File: src/hw/watchdog_timeout_counter_pkg.sv
package watchdog_timeout_counter_pkg;

  // ****************************************
  // Clock rates
  // ****************************************
  localparam int unsigned SYS_CLK_HZ = 200_000_000;
  localparam int unsigned LOW_POWER_RC_OSC_NOMINAL_HZ = 32_000;
  // Rounded down so the tick is never slower than nominal
  localparam int unsigned LOW_POWER_RC_OSC_DIV_CYCLES = SYS_CLK_HZ / LOW_POWER_RC_OSC_NOMINAL_HZ;
  localparam int unsigned LOW_POWER_RC_OSC_DIV_W = 16;

  // ****************************************
  // Prescaler
  // ****************************************
  localparam int unsigned PRE_W = 7;
  localparam logic [PRE_W-1:0] PRE_END_32 = 7'h1f;
  localparam logic [PRE_W-1:0] PRE_END_128 = 7'h7f;
  localparam logic [PRE_W-1:0] PRE_RESET = 7'h00;

  // ****************************************
  // Postscaler
  // ****************************************
  localparam int unsigned POST_SEL_W = 4;
  localparam int unsigned POST_W = 15;
  localparam logic [POST_W-1:0] POST_RESET = 15'h0000;
  localparam logic [POST_W-1:0] POST_ONE = 15'h0001;

  // ****************************************
  // Enable and window fields
  // ****************************************
  localparam logic [1:0] EN_ALWAYS = 2'h3;
  localparam logic [1:0] EN_SOFTWARE = 2'h2;
  localparam logic [1:0] WIN_25 = 2'h3;
  localparam logic [1:0] WIN_37P5 = 2'h2;
  localparam logic [1:0] WIN_50 = 2'h1;
  localparam logic [1:0] WIN_75 = 2'h0;
  // Closed part of the period, in eighths
  localparam logic [3:0] CLOSED_EIGHTHS_25 = 4'h6;
  localparam logic [3:0] CLOSED_EIGHTHS_37P5 = 4'h5;
  localparam logic [3:0] CLOSED_EIGHTHS_50 = 4'h4;
  localparam logic [3:0] CLOSED_EIGHTHS_75 = 4'h2;

  typedef enum logic [1:0] {
    ST_OFF = 2'b00,
    ST_RUN = 2'b01,
    ST_SAVE = 2'b10
  } wdt_state_t;

endpackage

File: src/hw/low_power_rc_osc_tick_gen.sv
`timescale 1ns/1ps
module low_power_rc_osc_tick_gen #(
  parameter int unsigned DIV = watchdog_timeout_counter_pkg::LOW_POWER_RC_OSC_DIV_CYCLES,
  parameter int unsigned W = watchdog_timeout_counter_pkg::LOW_POWER_RC_OSC_DIV_W
) (
  // Clock and reset
  input wire logic i_clk,
  input wire logic i_rst,
  // Control
  input wire logic i_run,
  // Tick
  output logic o_tick
);

  typedef struct packed {
    logic [W-1:0] cnt;
    logic tick;
  } div_state_t;

  localparam logic [W-1:0] DIV_LAST = W'(DIV - 1);

  div_state_t s_q;
  div_state_t s_d;

  always_comb begin
    s_d = s_q;
    s_d.tick = 1'b0;
    if (!i_run) begin
      s_d.cnt = '0;
    end else if (s_q.cnt == DIV_LAST) begin
      s_d.cnt = '0;
      s_d.tick = 1'b1;
    end else begin
      s_d.cnt = s_q.cnt + W'(1);
    end
  end

  always_ff @(posedge i_clk) begin
    if (i_rst) begin
      s_q <= '0;
    end else begin
      s_q <= s_d;
    end
  end

  assign o_tick = s_q.tick;

  a_tick_needs_run: assert property (@(posedge i_clk) disable iff (i_rst)
    o_tick |-> $past(i_run)) else $error("tick without run");

endmodule

File: src/hw/watchdog_timeout_counter.sv
`timescale 1ns/1ps
// Summary of operation
// RULE_01 - The chain is clocked by a nominal 32 kHz low-power RC tick that runs while enabled.
// RULE_02 - A config bit selects a divide-by-32 or divide-by-128 prescaler.
// RULE_03 - A 4-bit config field selects one of 16 postscaler ratios from 1:1 to 1:32768.
// RULE_04 - Postscaler code n gives a ratio of two to the power n.
// RULE_05 - Any device reset clears counter, prescaler and postscaler.
// RULE_06 - A completed clock switch, software or fail-safe, clears the chain.
// RULE_07 - Executing the power-save instruction clears the chain.
// RULE_08 - Leaving Sleep or Idle clears the chain again.
// RULE_09 - The clear instruction in normal operation clears the chain.
// RULE_10 - Enable field 11 forces the watchdog on; 10 hands control to a software bit reset low.
// RULE_11 - The watchdog keeps counting in Sleep and Idle and a time-out there wakes the device.
// RULE_12 - In windowed mode the open window is 25, 37.5, 50 or 75 percent for codes 11 to 00; the code rounds up to whole postscale steps, all open at 1:1.
// RULE_13 - Reaching terminal count pulses a time-out and sets a sticky flag cleared by software.
// RULE_14 - A clear before the window opens in windowed mode raises the same time-out.
module watchdog_timeout_counter #(
  parameter int unsigned LOW_POWER_RC_OSC_DIV = watchdog_timeout_counter_pkg::LOW_POWER_RC_OSC_DIV_CYCLES
) (
  // Clock and reset
  input wire logic i_clk,
  input wire logic i_rst,
  // Configuration word
  input wire logic [1:0] i_watchdog_enable_config,
  input wire logic i_prescale_select_bit,
  input wire logic [3:0] i_postscale_select_field,
  input wire logic i_window_disable_bit,
  input wire logic [1:0] i_clear_window_select,
  // Software control
  input wire logic i_software_watchdog_enable_set,
  input wire logic i_software_watchdog_enable_clr,
  input wire logic i_timeout_flag_clr,
  // Core events
  input wire logic i_watchdog_clear_instruction,
  input wire logic i_power_save_instruction,
  input wire logic i_power_save_exit,
  input wire logic i_clock_switch_done,
  // Status
  output logic o_low_power_rc_osc_en,
  output logic o_watchdog_active,
  output logic o_software_watchdog_enable,
  output logic o_timeout_flag,
  output logic o_timeout_event,
  output logic o_wake
);

  // ****************************************
  // State
  // ****************************************
  typedef struct packed {
    watchdog_timeout_counter_pkg::wdt_state_t st;
    logic [watchdog_timeout_counter_pkg::PRE_W-1:0] pre;
    logic [watchdog_timeout_counter_pkg::POST_W-1:0] post;
    logic sw_en;
    logic flag;
    logic event_p;
    logic wake;
    logic osc_en;
    logic active;
  } wdt_core_t;

  wdt_core_t s_q;
  wdt_core_t s_d;

  logic enabled;
  logic tick;
  logic pre_end;
  logic [watchdog_timeout_counter_pkg::PRE_W-1:0] pre_last;
  logic [watchdog_timeout_counter_pkg::POST_W-1:0] post_last;
  logic [watchdog_timeout_counter_pkg::POST_W+3:0] closed_bound;
  logic [watchdog_timeout_counter_pkg::POST_W+3:0] post_scaled;
  logic [3:0] closed_eighths;
  logic early_clear;
  logic chain_clear;
  logic expire;

  always_comb begin
    enabled = (i_watchdog_enable_config == watchdog_timeout_counter_pkg::EN_ALWAYS) ||
              ((i_watchdog_enable_config == watchdog_timeout_counter_pkg::EN_SOFTWARE) &&
               s_q.sw_en); // RULE_10
  end

  // ****************************************
  // RC oscillator tick
  // ****************************************
  low_power_rc_osc_tick_gen #(
    .DIV(LOW_POWER_RC_OSC_DIV),
    .W(watchdog_timeout_counter_pkg::LOW_POWER_RC_OSC_DIV_W)
  ) low_power_rc_osc_tick_gen_i (
    .i_clk(i_clk),
    .i_rst(i_rst),
    .i_run(s_q.osc_en), // RULE_01
    .o_tick(tick)
  );

  // ****************************************
  // Scaler decode
  // ****************************************
  always_comb begin
    pre_last = i_prescale_select_bit ? watchdog_timeout_counter_pkg::PRE_END_128 :
               watchdog_timeout_counter_pkg::PRE_END_32; // RULE_02
    pre_end = (s_q.pre == pre_last);
    // Ratio 2^n means terminal postscale count 2^n - 1
    post_last = (watchdog_timeout_counter_pkg::POST_ONE << i_postscale_select_field) -
                watchdog_timeout_counter_pkg::POST_ONE; // RULE_03 RULE_04
    case (i_clear_window_select) // RULE_12
      watchdog_timeout_counter_pkg::WIN_25: closed_eighths =
        watchdog_timeout_counter_pkg::CLOSED_EIGHTHS_25;
      watchdog_timeout_counter_pkg::WIN_37P5: closed_eighths =
        watchdog_timeout_counter_pkg::CLOSED_EIGHTHS_37P5;
      watchdog_timeout_counter_pkg::WIN_50: closed_eighths =
        watchdog_timeout_counter_pkg::CLOSED_EIGHTHS_50;
      default: closed_eighths = watchdog_timeout_counter_pkg::CLOSED_EIGHTHS_75;
    endcase
    // Window judged at postscale resolution; at 1:1 the window is always open
    // Widen before adding one: at 1:32768 the ratio needs a sixteenth bit
    closed_bound = ({4'h0, post_last} + 19'h00001) * {15'h0000, closed_eighths};
    post_scaled = {s_q.post, 3'h0} + 19'h00008;
    early_clear = !i_window_disable_bit && (s_q.st == watchdog_timeout_counter_pkg::ST_RUN) &&
                  i_watchdog_clear_instruction && (post_scaled <= closed_bound) &&
                  (i_postscale_select_field != 4'h0); // RULE_14
    expire = tick && pre_end && (s_q.post == post_last) &&
             (s_q.st != watchdog_timeout_counter_pkg::ST_OFF); // RULE_13
    chain_clear = i_clock_switch_done || // RULE_06
                  i_power_save_instruction || i_power_save_exit || // RULE_07 RULE_08
                  (i_watchdog_clear_instruction &&
                   (s_q.st == watchdog_timeout_counter_pkg::ST_RUN)); // RULE_09
  end

  // ****************************************
  // Next state
  // ****************************************
  always_comb begin
    s_d = s_q;
    s_d.event_p = 1'b0;
    s_d.wake = 1'b0;
    if (i_software_watchdog_enable_set) begin
      s_d.sw_en = 1'b1;
    end else if (i_software_watchdog_enable_clr) begin
      s_d.sw_en = 1'b0;
    end
    s_d.osc_en = enabled; // RULE_01
    case (s_q.st)
      watchdog_timeout_counter_pkg::ST_OFF: begin
        if (enabled) begin
          s_d.st = i_power_save_instruction ? watchdog_timeout_counter_pkg::ST_SAVE :
                   watchdog_timeout_counter_pkg::ST_RUN;
        end
      end
      watchdog_timeout_counter_pkg::ST_RUN: begin
        if (!enabled) begin
          s_d.st = watchdog_timeout_counter_pkg::ST_OFF;
        end else if (i_power_save_instruction) begin
          s_d.st = watchdog_timeout_counter_pkg::ST_SAVE;
        end
      end
      watchdog_timeout_counter_pkg::ST_SAVE: begin
        // Counting continues here; a time-out ends the power-save state
        if (!enabled) begin
          s_d.st = watchdog_timeout_counter_pkg::ST_OFF;
        end else if (i_power_save_exit || expire) begin
          s_d.st = watchdog_timeout_counter_pkg::ST_RUN; // RULE_11
        end
      end
      default: s_d.st = watchdog_timeout_counter_pkg::ST_OFF;
    endcase
    s_d.active = (s_d.st != watchdog_timeout_counter_pkg::ST_OFF);
    if (!enabled || chain_clear || expire) begin
      // Disabled chain is held clear so re-enable starts a full period
      s_d.pre = watchdog_timeout_counter_pkg::PRE_RESET;
      s_d.post = watchdog_timeout_counter_pkg::POST_RESET;
    end else if (tick) begin
      if (pre_end) begin
        s_d.pre = watchdog_timeout_counter_pkg::PRE_RESET;
        s_d.post = s_q.post + watchdog_timeout_counter_pkg::POST_ONE;
      end else begin
        s_d.pre = s_q.pre + 7'h01;
      end
    end
    if (expire || early_clear) begin
      s_d.event_p = 1'b1; // RULE_13 RULE_14
      s_d.wake = (s_q.st == watchdog_timeout_counter_pkg::ST_SAVE); // RULE_11
    end
    // Set beats clear on the sticky flag
    if (expire || early_clear) begin
      s_d.flag = 1'b1; // RULE_13
    end else if (i_timeout_flag_clr) begin
      s_d.flag = 1'b0;
    end
  end

  always_ff @(posedge i_clk) begin
    if (i_rst) begin
      s_q <= '0; // RULE_05
    end else begin
      s_q <= s_d;
    end
  end

  // ****************************************
  // Outputs
  // ****************************************
  assign o_low_power_rc_osc_en = s_q.osc_en;
  assign o_watchdog_active = s_q.active;
  assign o_software_watchdog_enable = s_q.sw_en;
  assign o_timeout_flag = s_q.flag;
  assign o_timeout_event = s_q.event_p;
  assign o_wake = s_q.wake;

  // ****************************************
  // Checks
  // ****************************************
  a_reset_clears_chain: assert property (@(posedge i_clk)
    i_rst |=> (s_q.pre == 7'h00 && s_q.post == 15'h0000 && !s_q.sw_en)) // RULE_05
    else $error("reset left chain or enable set");
  a_osc_follows_en: assert property (@(posedge i_clk) disable iff (i_rst)
    enabled |=> o_low_power_rc_osc_en) else $error("oscillator off while enabled"); // RULE_01
  a_pre_bound: assert property (@(posedge i_clk) disable iff (i_rst)
    (!i_prescale_select_bit && $stable(i_prescale_select_bit)) |-> s_q.pre <= 7'h1f) // RULE_02
    else $error("prescaler past divide-by-32 end");
  a_post_bound: assert property (@(posedge i_clk) disable iff (i_rst)
    $stable(i_postscale_select_field) |-> s_q.post <= post_last) // RULE_03
    else $error("postscaler past terminal count");
  a_post_decode: assert property (@(posedge i_clk) disable iff (i_rst)
    (i_postscale_select_field == 4'hf) |-> post_last == 15'h7fff) // RULE_04
    else $error("code 1111 not 1:32768");
  a_switch_clears: assert property (@(posedge i_clk) disable iff (i_rst)
    i_clock_switch_done |=> (s_q.pre == 7'h00 && s_q.post == 15'h0000)) // RULE_06
    else $error("clock switch did not clear chain");
  a_save_clears: assert property (@(posedge i_clk) disable iff (i_rst)
    (i_power_save_instruction || i_power_save_exit) |=> s_q.pre == 7'h00) // RULE_07
    else $error("power-save entry or exit did not clear");
  a_exit_resumes: assert property (@(posedge i_clk) disable iff (i_rst)
    (s_q.st == watchdog_timeout_counter_pkg::ST_SAVE && enabled && i_power_save_exit) |=>
    (s_q.st == watchdog_timeout_counter_pkg::ST_RUN && s_q.post == 15'h0000)) // RULE_08
    else $error("exit did not resume cleared");
  a_clear_instr: assert property (@(posedge i_clk) disable iff (i_rst)
    (i_watchdog_clear_instruction && s_q.st == watchdog_timeout_counter_pkg::ST_RUN) |=>
    s_q.post == 15'h0000) else $error("clear instruction ignored"); // RULE_09
  a_always_on: assert property (@(posedge i_clk) disable iff (i_rst)
    (i_watchdog_enable_config == 2'h3) [*2] |-> o_watchdog_active) // RULE_10
    else $error("forced enable not active");
  a_sleep_wake: assert property (@(posedge i_clk) disable iff (i_rst)
    (expire && s_q.st == watchdog_timeout_counter_pkg::ST_SAVE) |=> (o_wake && o_timeout_event))
    else $error("time-out in power save did not wake"); // RULE_11
  a_flag_sticky: assert property (@(posedge i_clk) disable iff (i_rst)
    (o_timeout_flag && !i_timeout_flag_clr) |=> o_timeout_flag) // RULE_13
    else $error("time-out flag dropped without clear");
  a_early_fault: assert property (@(posedge i_clk) disable iff (i_rst)
    early_clear |=> (o_timeout_event && o_timeout_flag)) // RULE_14
    else $error("early clear not flagged");
  a_window_code: assert property (@(posedge i_clk) disable iff (i_rst)
    (i_clear_window_select == 2'h0) |-> closed_eighths == 4'h2) // RULE_12
    else $error("75 percent window wrong");

endmodule

File: config.mk
export PLATFORM = sky130hd
export DESIGN_NAME = watchdog_timeout_counter
export DESIGN_NICKNAME = d
export VERILOG_FILES = /design/src/hw/watchdog_timeout_counter_pkg.sv /design/src/hw/low_power_rc_osc_tick_gen.sv /design/src/hw/watchdog_timeout_counter.sv
export SDC_FILE = /design/constraint.sdc
export NUM_CORES = 1
export LEC_CHECK = 0
export BUFFER_PORTS_ARGS = -buffer_cell sky130_fd_sc_hd__buf_2
export CAP_MARGIN = 20
export CORE_MARGIN = 1
export CORE_UTILIZATION = 25
export DETAILED_ROUTE_END_ITERATION = 7
export PLACE_DENSITY = 0.43
export SLEW_MARGIN = 20
export SYNTH_ARGS = -nofsm -noshare
export SYNTH_HDL_FRONTEND = slang
export SYNTH_SLANG_ARGS = --single-unit
File: constraint.sdc
create_clock -name i_clk -period 12.1 [get_ports i_clk]
set_input_delay 2.42 -clock i_clk [delete_from_list [all_inputs] [get_ports i_clk]]
set_output_delay 2.42 -clock i_clk [all_outputs]
set_load 0.005 [all_outputs]
==> impl_metrics.toml, run 1 <==
[run_status]
status = "finished, final reports clean"

[drt]
via_count = 3861
drc = 0
drtIter0Drc = 142
viasPerCell = 4.67
drt-met1-wl_um = 5420
first_pass_iters = 4
wire_per_inst_um = 13.8
wl_met2_um = 5590
top_layer_used = "met4"
ant_nets = 0
wl_um = 11400
met3_length_um = 215

[die]
fp.coreArea_sq_mm = 0.0180
die_w_um = 138
die_y_um = 138
io_pins = 25
num_rows = 49
initial_utilization = 0.255
die_area_sq_mm = 0.0190

[synth]
synth-edff-count = 0
yosys_warnings = 0
synthArstFlopShare = 0
synth_flop_cell = "dfxtp_1"
synth_nets = 668
avgSynthCellArea_sq_um = 7.80
synthTopCellsByArea = "dfxtp_1 20%, ha_1 12%, xnor2_1 7.4%"
yosys.area.top_type = "dfxtp_1"
synthesis.area_sq_mm = 0.00460
synth.distinct_cells = 57
yosys-top-cells-count = "85 x nor2_1, 47 x dfxtp_1, 46 x nand2_1"
synth-seq-area-share = 0.204
ys_seq_elements = 47
yosysTopAreaCellShare = 0.204
syn_inst = 590
yosysMostFrequentCell = "nor2_1"

[run]
maxCapViolations = 0

[worst_hold_path]
min_path_type = "reg2reg"
min_path_cells = 1
hold_end = "low_power_rc_osc_tick_gen_i.s_q[1]"
hp-start = "low_power_rc_osc_tick_gen_i.s_q[1]"

[timing]
slew_viol_final = 0
slew_headroom = 0.348
finalHoldViolations = 0
setup_viol = 0
fmax_ghz = 0.111
period_needed_ns = 9.00
worstMarginPinSlew_ns = 0.975
rsz0062_at_grt = "false"
finClkSkew_ns = 0.0126
finalCritPeriodShare = 0.744
setup_tns_ns = 0

[critical_path]
critPathRequiredTime_ns = 12.31
cp_max_fo = 33
endpoint_kind = "register"
crit_family = "compound AO/OA/AOI/OAI gates"
slowest_stage = "nor4_2"
worstPathArrival_ns = 9.21
r2r_slack_ns = 8.63
rr_worst_depth = 13
cp_common_cell = "o21ai_0"
max_stage_delay_ns = 0.80
crit_chain = "buf_2, nor4_2, inv_1, ha_1, nor3_1, o21ai_0, a2111oi_2, mux2i_1, nor2_1, fa_1, ha_1, nand2_1, o21ai_0, nand4_1, o21ai_0, nand2_1, o21ai_0, xnor2_1, ha_1, a21o_1, a21o_1, o31ai_1, a21boi_1, nor4b_2"
worstReg2RegStart = "s_q[6]"
start_kind = "input port"
cp_num_buf_inv = 2
r2r_end = "o_wake"
crit_type = "in2reg"

[clock_network]
cts_root_buf = "clkbuf_16"
cts_setup_buffers = 0
clk_pin_slew_ns = 0.07
htree_levels = 2
cts.path.max_buffers = 2
cts_buffers = 5
cts_hold_buf = 0
clock_latency_ns = 0.29
cts_tree = "built"
ctsResizeCount = 0
cts_sinks = 47

[pwr]
p_clk_frac = 0.319
powerDensity_mw_per_mm2 = 88.4
seqPwrFrac = 0.350
swShare = 0.344
total_leakage_power_uw = 0.00209
p_switching_uw = 153
peakVddDrop_mv = 0.0620
power.internal_uw = 293
combPwrFrac = 0.330

[grt]
grt_pass1_wl_um = 18800
grt_max_degree = 34
grt_antenna_before_repair = 0
grt_pass1_vias = 3828
grt_overflow = 0
grt_usage = 0.126

[placed_design]
numPortBuffers = 24
place_congestion = 0.804
post-dp-hpwl_um = 9260

[cells_and_area]
fin_nets = 674
fillCellCount = 1995
layout-drive-gt1-share = 0.0921
antenna_cells = 0
area_growth_pct = 9.76
fin_util = 0.280
-- registers in the layout, indices dropped and copies added, names as in the netlist --
| signal | flops |
|---|---|
| low_power_rc_osc_tick_gen_i.s_q | 16 |
| o_software_watchdog_enable | 1 |
| o_low_power_rc_osc_en | 1 |
| o_watchdog_active | 1 |
| o_timeout_event | 1 |
| o_timeout_flag | 1 |
| o_wake | 1 |
| low_power_rc_osc_tick_gen_i.o_tick | 1 |
| s_q | 24 |
-- power by group through the flow --
stage | Combinational (uW) | Sequential (uW) | Clock, uW
after floorplan | 111 | 160 | 0
after global placement | 148 | 160 | 0
after detailed placement | 149 | 160 | 0
after CTS | 150 | 156 | 147
after global routing | 168 | 157 | 153
final | 148 | 156 | 143
-- per-stage QoR --
step | total power [uW] | hold slack, ns | area, sq um | worst slack [ns] | std cells
4_1_cts | 454 | 0.484 | 5050 | 3.07 | 826
6_report | 447 | 0.476 | 5050 | 3.10 | 826
3_3_place_gp | 308 | 0.465 | 4900 | 2.93 | 818
3_5_place_dp | 309 | 0.467 | 4900 | 2.79 | 818
5_1_grt | 478 | 0.522 | 5050 | 2.43 | 826
2_1_floorplan | 271 | 0.441 | 4600 | 4.26 | 590
-- logic make-up after synthesis --
family | after synthesis | synth area share
buf+inv | 63 | 0.0549
mux | 5 | 0.0111
xor+xnor | 77 | 0.147
compound gates | 83 | 0.119
simple gates | 256 | 0.279
flops | 47 | 0.204
fa+ha+maj | 59 | 0.185
-- final cells by class --
class / instances / area, sq um / share of cell area
Tap cell: 229 / 287 / 0.0567
Clock inverter: 3 / 27.5 / 0.00545
Clock buffer: 5 / 125 / 0.0248
Sequential cell: 47 / 941 / 0.186
Multi-Input combinational cell: 480 / 3410 / 0.675
Timing Repair Buffer: 24 / 120 / 0.0238
Inverter: 38 / 143 / 0.0282
-- worst register-to-register path, stage by stage (launching register included) --
cell	delay, ns
dfxtp_1	0.49
nand3_1	0.19
or2_2	0.37
nor2_1	0.40
nand3_1	0.15
xnor2_1	0.27
ha_1	0.30
a211oi_1	0.21
o21bai_1	0.11
a21oi_1	0.18
nor2_1	0.06
o31ai_1	0.30
a21boi_1	0.17
nor4b_2	0.22
-- routing by layer --
metal | global-route usage | vias to the layer above
li1 | - | 2009
met1 | 0.162 | 1811
met2 | 0.219 | 31
met3 | 0.0121 | 10
met4 | 0.0366 | 0
met5 | 0 | -
-- how the worst max path moves through the flow --
| stage | from | to | slack, ns | depth (start not counted) |
|---|---|---|---|---|
| final | i_postscale_select_field[3] | o_wake | 3.10 | 24 |
| after floorplan | i_postscale_select_field[0] | o_wake | 4.26 | 26 |
| after global placement | i_postscale_select_field[3] | o_wake | 2.93 | 24 |
| after global routing | i_postscale_select_field[3] | o_wake | 2.43 | 24 |
| after CTS | i_postscale_select_field[3] | o_wake | 3.07 | 24 |
| after detailed placement | i_postscale_select_field[3] | o_wake | 2.79 | 24 |
-- placed cells by master (no fill, tap or decap), types with 2 or more instances in the layout --
cell type  count
o31ai_1        2
a21oi_1       24
clkbuf_16      5
nor2_1        85
o22ai_1        2
nand4_1       15
a21o_1        11
or3_1          3
nor3_1        13
ha_1          44
dfxtp_1       47
o21bai_1       5
and4_1         2
nand2b_1      17
and2_1         7
nor4_1         2
nand3_1       19
fa_1          15
mux2i_1        4
nand2_1       46
o21a_1         2
xor2_1        38
a31oi_1        3
a211oi_1       5
or2_2         17
a31o_2         2
nand3b_1       6
o21ai_0       15
nor4b_1        3
xnor2_1       39
and3_1         9
nor2b_1        2
a2111oi_0      2
buf_2         24
inv_1         38
nor3b_1        3
No activity file was read; power rests on OpenSTA's default activity.
==> run 2: changes to the inputs <==
PLACE_DENSITY = 0.45   (was 0.43)
clock period = 7.5 ns   (was 12.1 ns; I/O delays follow)
==> run 2 against run 1 <==
Effect of this change: combinational power up 64%; non-clock buffer count up 6; via count up 2.6%; worst setup slack worse by 2.6 ns; sequential share of layout area down 0.29 points; clock skew down 0.0059 ns; critical path type unchanged; largest cell class unchanged.
==> impl_metrics.toml, run 2 (same netlist as run 1, synthesis figures left out) <==
[run_status]
status = "finished, final reports clean"

[clock_network]
cts_root_buf = "clkbuf_16"
clk_pin_slew_ns = 0.07
htree_levels = 2
cts_hold_buf = 0
cts_buffers = 5
cts_sinks = 47
cts.path.max_buffers = 2
cts_tree = "built"
clock_latency_ns = 0.29
cts_setup_buffers = 0
ctsResizeCount = 0

[timing]
finalHoldViolations = 0
period_needed_ns = 6.96
finalCritPeriodShare = 0.928
slew_viol_final = 0
finClkSkew_ns = 0.00670
hold_slack_ns = 0.482
setup_tns_ns = 0
slew_headroom = 0.366
worstMarginPinSlew_ns = 0.948
worst_slack_ns = 0.540
rsz0062_at_grt = "false"
fmax_ghz = 0.144
setup_viol = 0

[cells_and_area]
top_regs = "s_q: 24 flops, low_power_rc_osc_tick_gen_i.s_q: 16 flops"
fillCellCount = 1979
final_cell_mix = "85 x nor2_1, 47 x dfxtp_1, 46 x nand2_1"
final_common_cell = "nor2_1"
fin_nets = 680
area_growth_pct = 11.5
antenna_cells = 0
layout-drive-gt1-share = 0.106
regMostFlops = "s_q"
largest_reg_flops = 24

[placed_design]
post-dp-hpwl_um = 9340
numPortBuffers = 24
pre_cts_ws_ns = 0.0666
place_congestion = 0.842

[critical_path]
r2r_end = "o_wake"
slowest_stage = "fa_1"
crit_family = "compound AO/OA/AOI/OAI gates"
cp_num_buf_inv = 3
critPathRequiredTime_ns = 7.71
cp_max_fo = 16
rr_worst_depth = 13
endpoint_kind = "register"
start_kind = "input port"
worstReg2RegStart = "s_q[6]"
cp_common_cell = "a21o_1"
worstPathArrival_ns = 7.17
max_stage_delay_ns = 0.51
r2r_slack_ns = 3.95
crit_type = "in2reg"

[grt]
grt_pass1_vias = 3924
grt_max_degree = 24
grt_antenna_before_repair = 0
grt_pass1_wl_um = 19900
grt_usage = 0.133
grt_overflow = 0

[drt]
drt-met1-wl_um = 5500
top_layer_used = "met4"
met3_length_um = 203
ant_nets = 0
drtIter0Drc = 139
wl_um = 11500
wire_per_inst_um = 13.9
first_pass_iters = 4
wl_met2_um = 5620
via_count = 3960
drc = 0
viasPerCell = 4.76

[die]
initial_utilization = 0.255
num_rows = 49
fp.coreArea_sq_mm = 0.0180
die_y_um = 138
io_pins = 25
die_area_sq_mm = 0.0190
die_w_um = 138

[worst_hold_path]
hp-start = "low_power_rc_osc_tick_gen_i.s_q[1]"
hold_end = "low_power_rc_osc_tick_gen_i.s_q[1]"
min_path_type = "reg2reg"
min_path_cells = 1

[pwr]
total_leakage_power_uw = 0.00213
powerDensity_mw_per_mm2 = 141
power.total_uw = 723
peakVddDrop_mv = 0.0910

[run]
maxCapViolations = 0
[run 2: changes by cell type in the layout (fill, tap and decap cells not counted), sizes merged]
| cell | delta |
|---|---|
| buf | +5 |
| clkbuf | +1 |
[run 2: worst max path at each step]
| stage | end | start | slack [ns] | depth (start not counted) |
|---|---|---|---|---|
| after floorplan | o_wake | i_postscale_select_field[0] | 0.58 | 26 |
| after global placement | o_wake | i_postscale_select_field[3] | 0.11 | 26 |
| after detailed placement | o_wake | i_postscale_select_field[3] | 0.07 | 26 |
| after CTS | o_wake | i_postscale_select_field[3] | 0.33 | 24 |
| after global routing | o_wake | i_postscale_select_field[3] | 0.03 | 26 |
| final | o_wake | i_postscale_select_field[3] | 0.54 | 26 |
[run 2: cell type report]
type	count	area, sq um	share of cell area
multi-input combinational	480	3440	0.670
tap	229	287	0.0559
timing repair buffer	30	168	0.0327
inverter	38	143	0.0278
sequential	47	941	0.183
clock buffer	5	125	0.0244
clock inverter	3	27.5	0.00537
[run 2: stage by stage]
stage / std cells / utilization / area [sq um]
2_1_floorplan: 590 / - / 4600
3_3_place_gp: 824 / 0.274 / 4940
3_5_place_dp: 824 / 0.274 / 4940
4_1_cts: 832 / 0.283 / 5100
5_1_grt: 832 / 0.285 / 5130
6_report: 832 / 0.285 / 5130
[run 2: metal layers]
layer / track usage / vias up
met1: 0.174 / 1893
li1: - / 2019
met5: 0 / -
met2: 0.229 / 37
met3: 0.0143 / 11
met4: 0.0342 / 0
[run 2: where the power goes]
part | total (uW) | switching [uW] | internal [uW]
sequential | 253 | 1.50 | 251
clock | 227 | 99.9 | 127
combinational | 243 | 145 | 98.3
==> run 3: changes to the inputs <==
ABC_CLOCK_PERIOD_IN_PS = 7500   (was default)
CELL_PAD_IN_SITES_DETAIL_PLACEMENT = 1   (was default)
CELL_PAD_IN_SITES_GLOBAL_PLACEMENT = 1   (was default)
PLACE_DENSITY = 0.54   (was 0.45)
==> run 3 against run 2 <==
Effect of this change: die area did not move; via count rose by 2.3%; first-iteration DRC count fell by 0.72%; critical path type unchanged.
==> impl_metrics.toml, run 3 (same netlist as run 1, synthesis figures left out) <==
[clock_network]
cts_root_buf = "clkbuf_16"
cts_buffers = 5
cts_sinks = 47
htree_levels = 2
cts.path.max_buffers = 2
clk_pin_slew_ns = 0.07
cts_tree = "built"
cts_hold_buf = 0
clock_latency_ns = 0.29

[drt]
ant_nets = 0
viasPerCell = 4.83
first_pass_iters = 4
via_count = 4051
wire_per_inst_um = 15.4
wl_um = 12900
drc = 0
drtIter0Drc = 138

[die]
io_pins = 25
die_y_um = 138
initial_utilization = 0.255
die_w_um = 138
num_rows = 49
fp.coreArea_sq_mm = 0.0180
die_area_sq_mm = 0.0190

[pwr]
total_leakage_power_uw = 0.00215
powerDensity_mw_per_mm2 = 143
power.total_uw = 738
peakVddDrop_mv = 0.0909

[timing]
setup_viol = 0
worstMarginPinSlew_ns = 0.668
slew_headroom = 0.543
finalCritPeriodShare = 0.931
finClkSkew_ns = 0.00989
finalHoldViolations = 0
slew_viol_final = 0
period_needed_ns = 6.98
fmax_ghz = 0.143
rsz0062_at_grt = "false"

[grt]
grt_pass1_vias = 4201
grt_max_degree = 31
grt_antenna_before_repair = 0
grt_overflow = 0
grt_usage = 0.142
grt_pass1_wl_um = 21000

[critical_path]
rr_worst_depth = 13
cp_max_fo = 10
endpoint_kind = "register"
start_kind = "input port"
crit_type = "in2reg"
critPathRequiredTime_ns = 7.71
worstPathArrival_ns = 7.19
r2r_slack_ns = 3.98

[cells_and_area]
layout-drive-gt1-share = 0.113
largest_reg_flops = 24
antenna_cells = 0
fillCellCount = 2219
final_cell_mix = "85 x nor2_1, 47 x dfxtp_1, 46 x nand2_1"
fin_area_sq_mm = 0.00517
top_regs = "s_q: 24 flops, low_power_rc_osc_tick_gen_i.s_q: 16 flops"
fin_nets = 686
final_common_cell = "nor2_1"
regMostFlops = "s_q"
area_growth_pct = 12.3

[placed_design]
post-dp-hpwl_um = 10500
numPortBuffers = 24
place_congestion = 0.849
post_dp_cell_area_sq_mm = 0.00498

[run]
maxCapViolations = 0

[worst_hold_path]
min_path_type = "reg2reg"
min_path_cells = 2

[run_status]
status = "finished, final reports clean"
run 3: repair_timing:
action                                  in CTS  in global routing
endpoints found under the setup margin       0                  3
buffers inserted                             0                  0
gates resized for setup                      0                  5
run 3: layout make-up:
cell class                 count  area (sq um)  area share
tap                          229           287      0.0554
sequential                    47           941       0.182
multi-input combinational    480          3430       0.664
clock buffer                   5           125      0.0242
timing repair buffer          36           214      0.0414
inverter                      38           143      0.0276
clock inverter                 3          27.5     0.00533
run 3: worst max-delay path, cell delays in order:
cell and delay (ns):
buf_2 0.13, nor4_2 0.30, inv_1 0.12, ha_1 0.34, and2_1 0.21, o21ai_1 0.26
nand2_1 0.21, xnor2_1 0.25, or2_2 0.32, fa_1 0.51, inv_1 0.04, ha_1 0.34
nand2_1 0.09, o21ai_0 0.29, nand4_1 0.19, o21ai_1 0.27, nand2_1 0.11, o21ai_0 0.21
xnor2_1 0.15, ha_1 0.26, a21o_1 0.18, a21o_1 0.17, o31ai_1 0.34, a21boi_1 0.17
nor4b_2 0.23
run 3: per-layer routing:
metal / up-vias / GRT usage / wire length [um]
met1: 1990 / 0.173 / 5870
met4: 0 / 0.0452 / 248
met5: - / 0 / 0
met2: 25 / 0.259 / 6590
li1: 2026 / - / -
met3: 10 / 0.0129 / 183
run 3: final timing paths:
check                                    from              to
setup reg to reg                       s_q[6]          o_wake
setup / recovery  i_postscale_select_field[3]          o_wake
hold / removal                 o_timeout_flag  o_timeout_flag
hold reg to reg                o_timeout_flag  o_timeout_flag
run 3: report_power, final:
group          internal [uW]  switching (uW)  total (uW)
logic                    101             153         254
clock network            127             105         232
registers                251            1.44         252
total                    479             259         738
run 3: metrics by stage:
| step | setup slack [ns] | TNS, ns | util | hold slack, ns | cells |
|---|---|---|---|---|---|
| 2_1_floorplan | 0.585 | 0 | - | 0.441 | 590 |
| 3_3_place_gp | 0.110 | 0 | 0.276 | 0.466 | 829 |
| 3_5_place_dp | -0.00983 | -0.00983 | 0.276 | 0.482 | 829 |
| 4_1_cts | 0.270 | 0 | 0.285 | 0.495 | 837 |
| 5_1_grt | 0.0363 | 0 | 0.287 | 0.512 | 838 |
| 6_report | 0.521 | 0 | 0.287 | 0.488 | 838 |
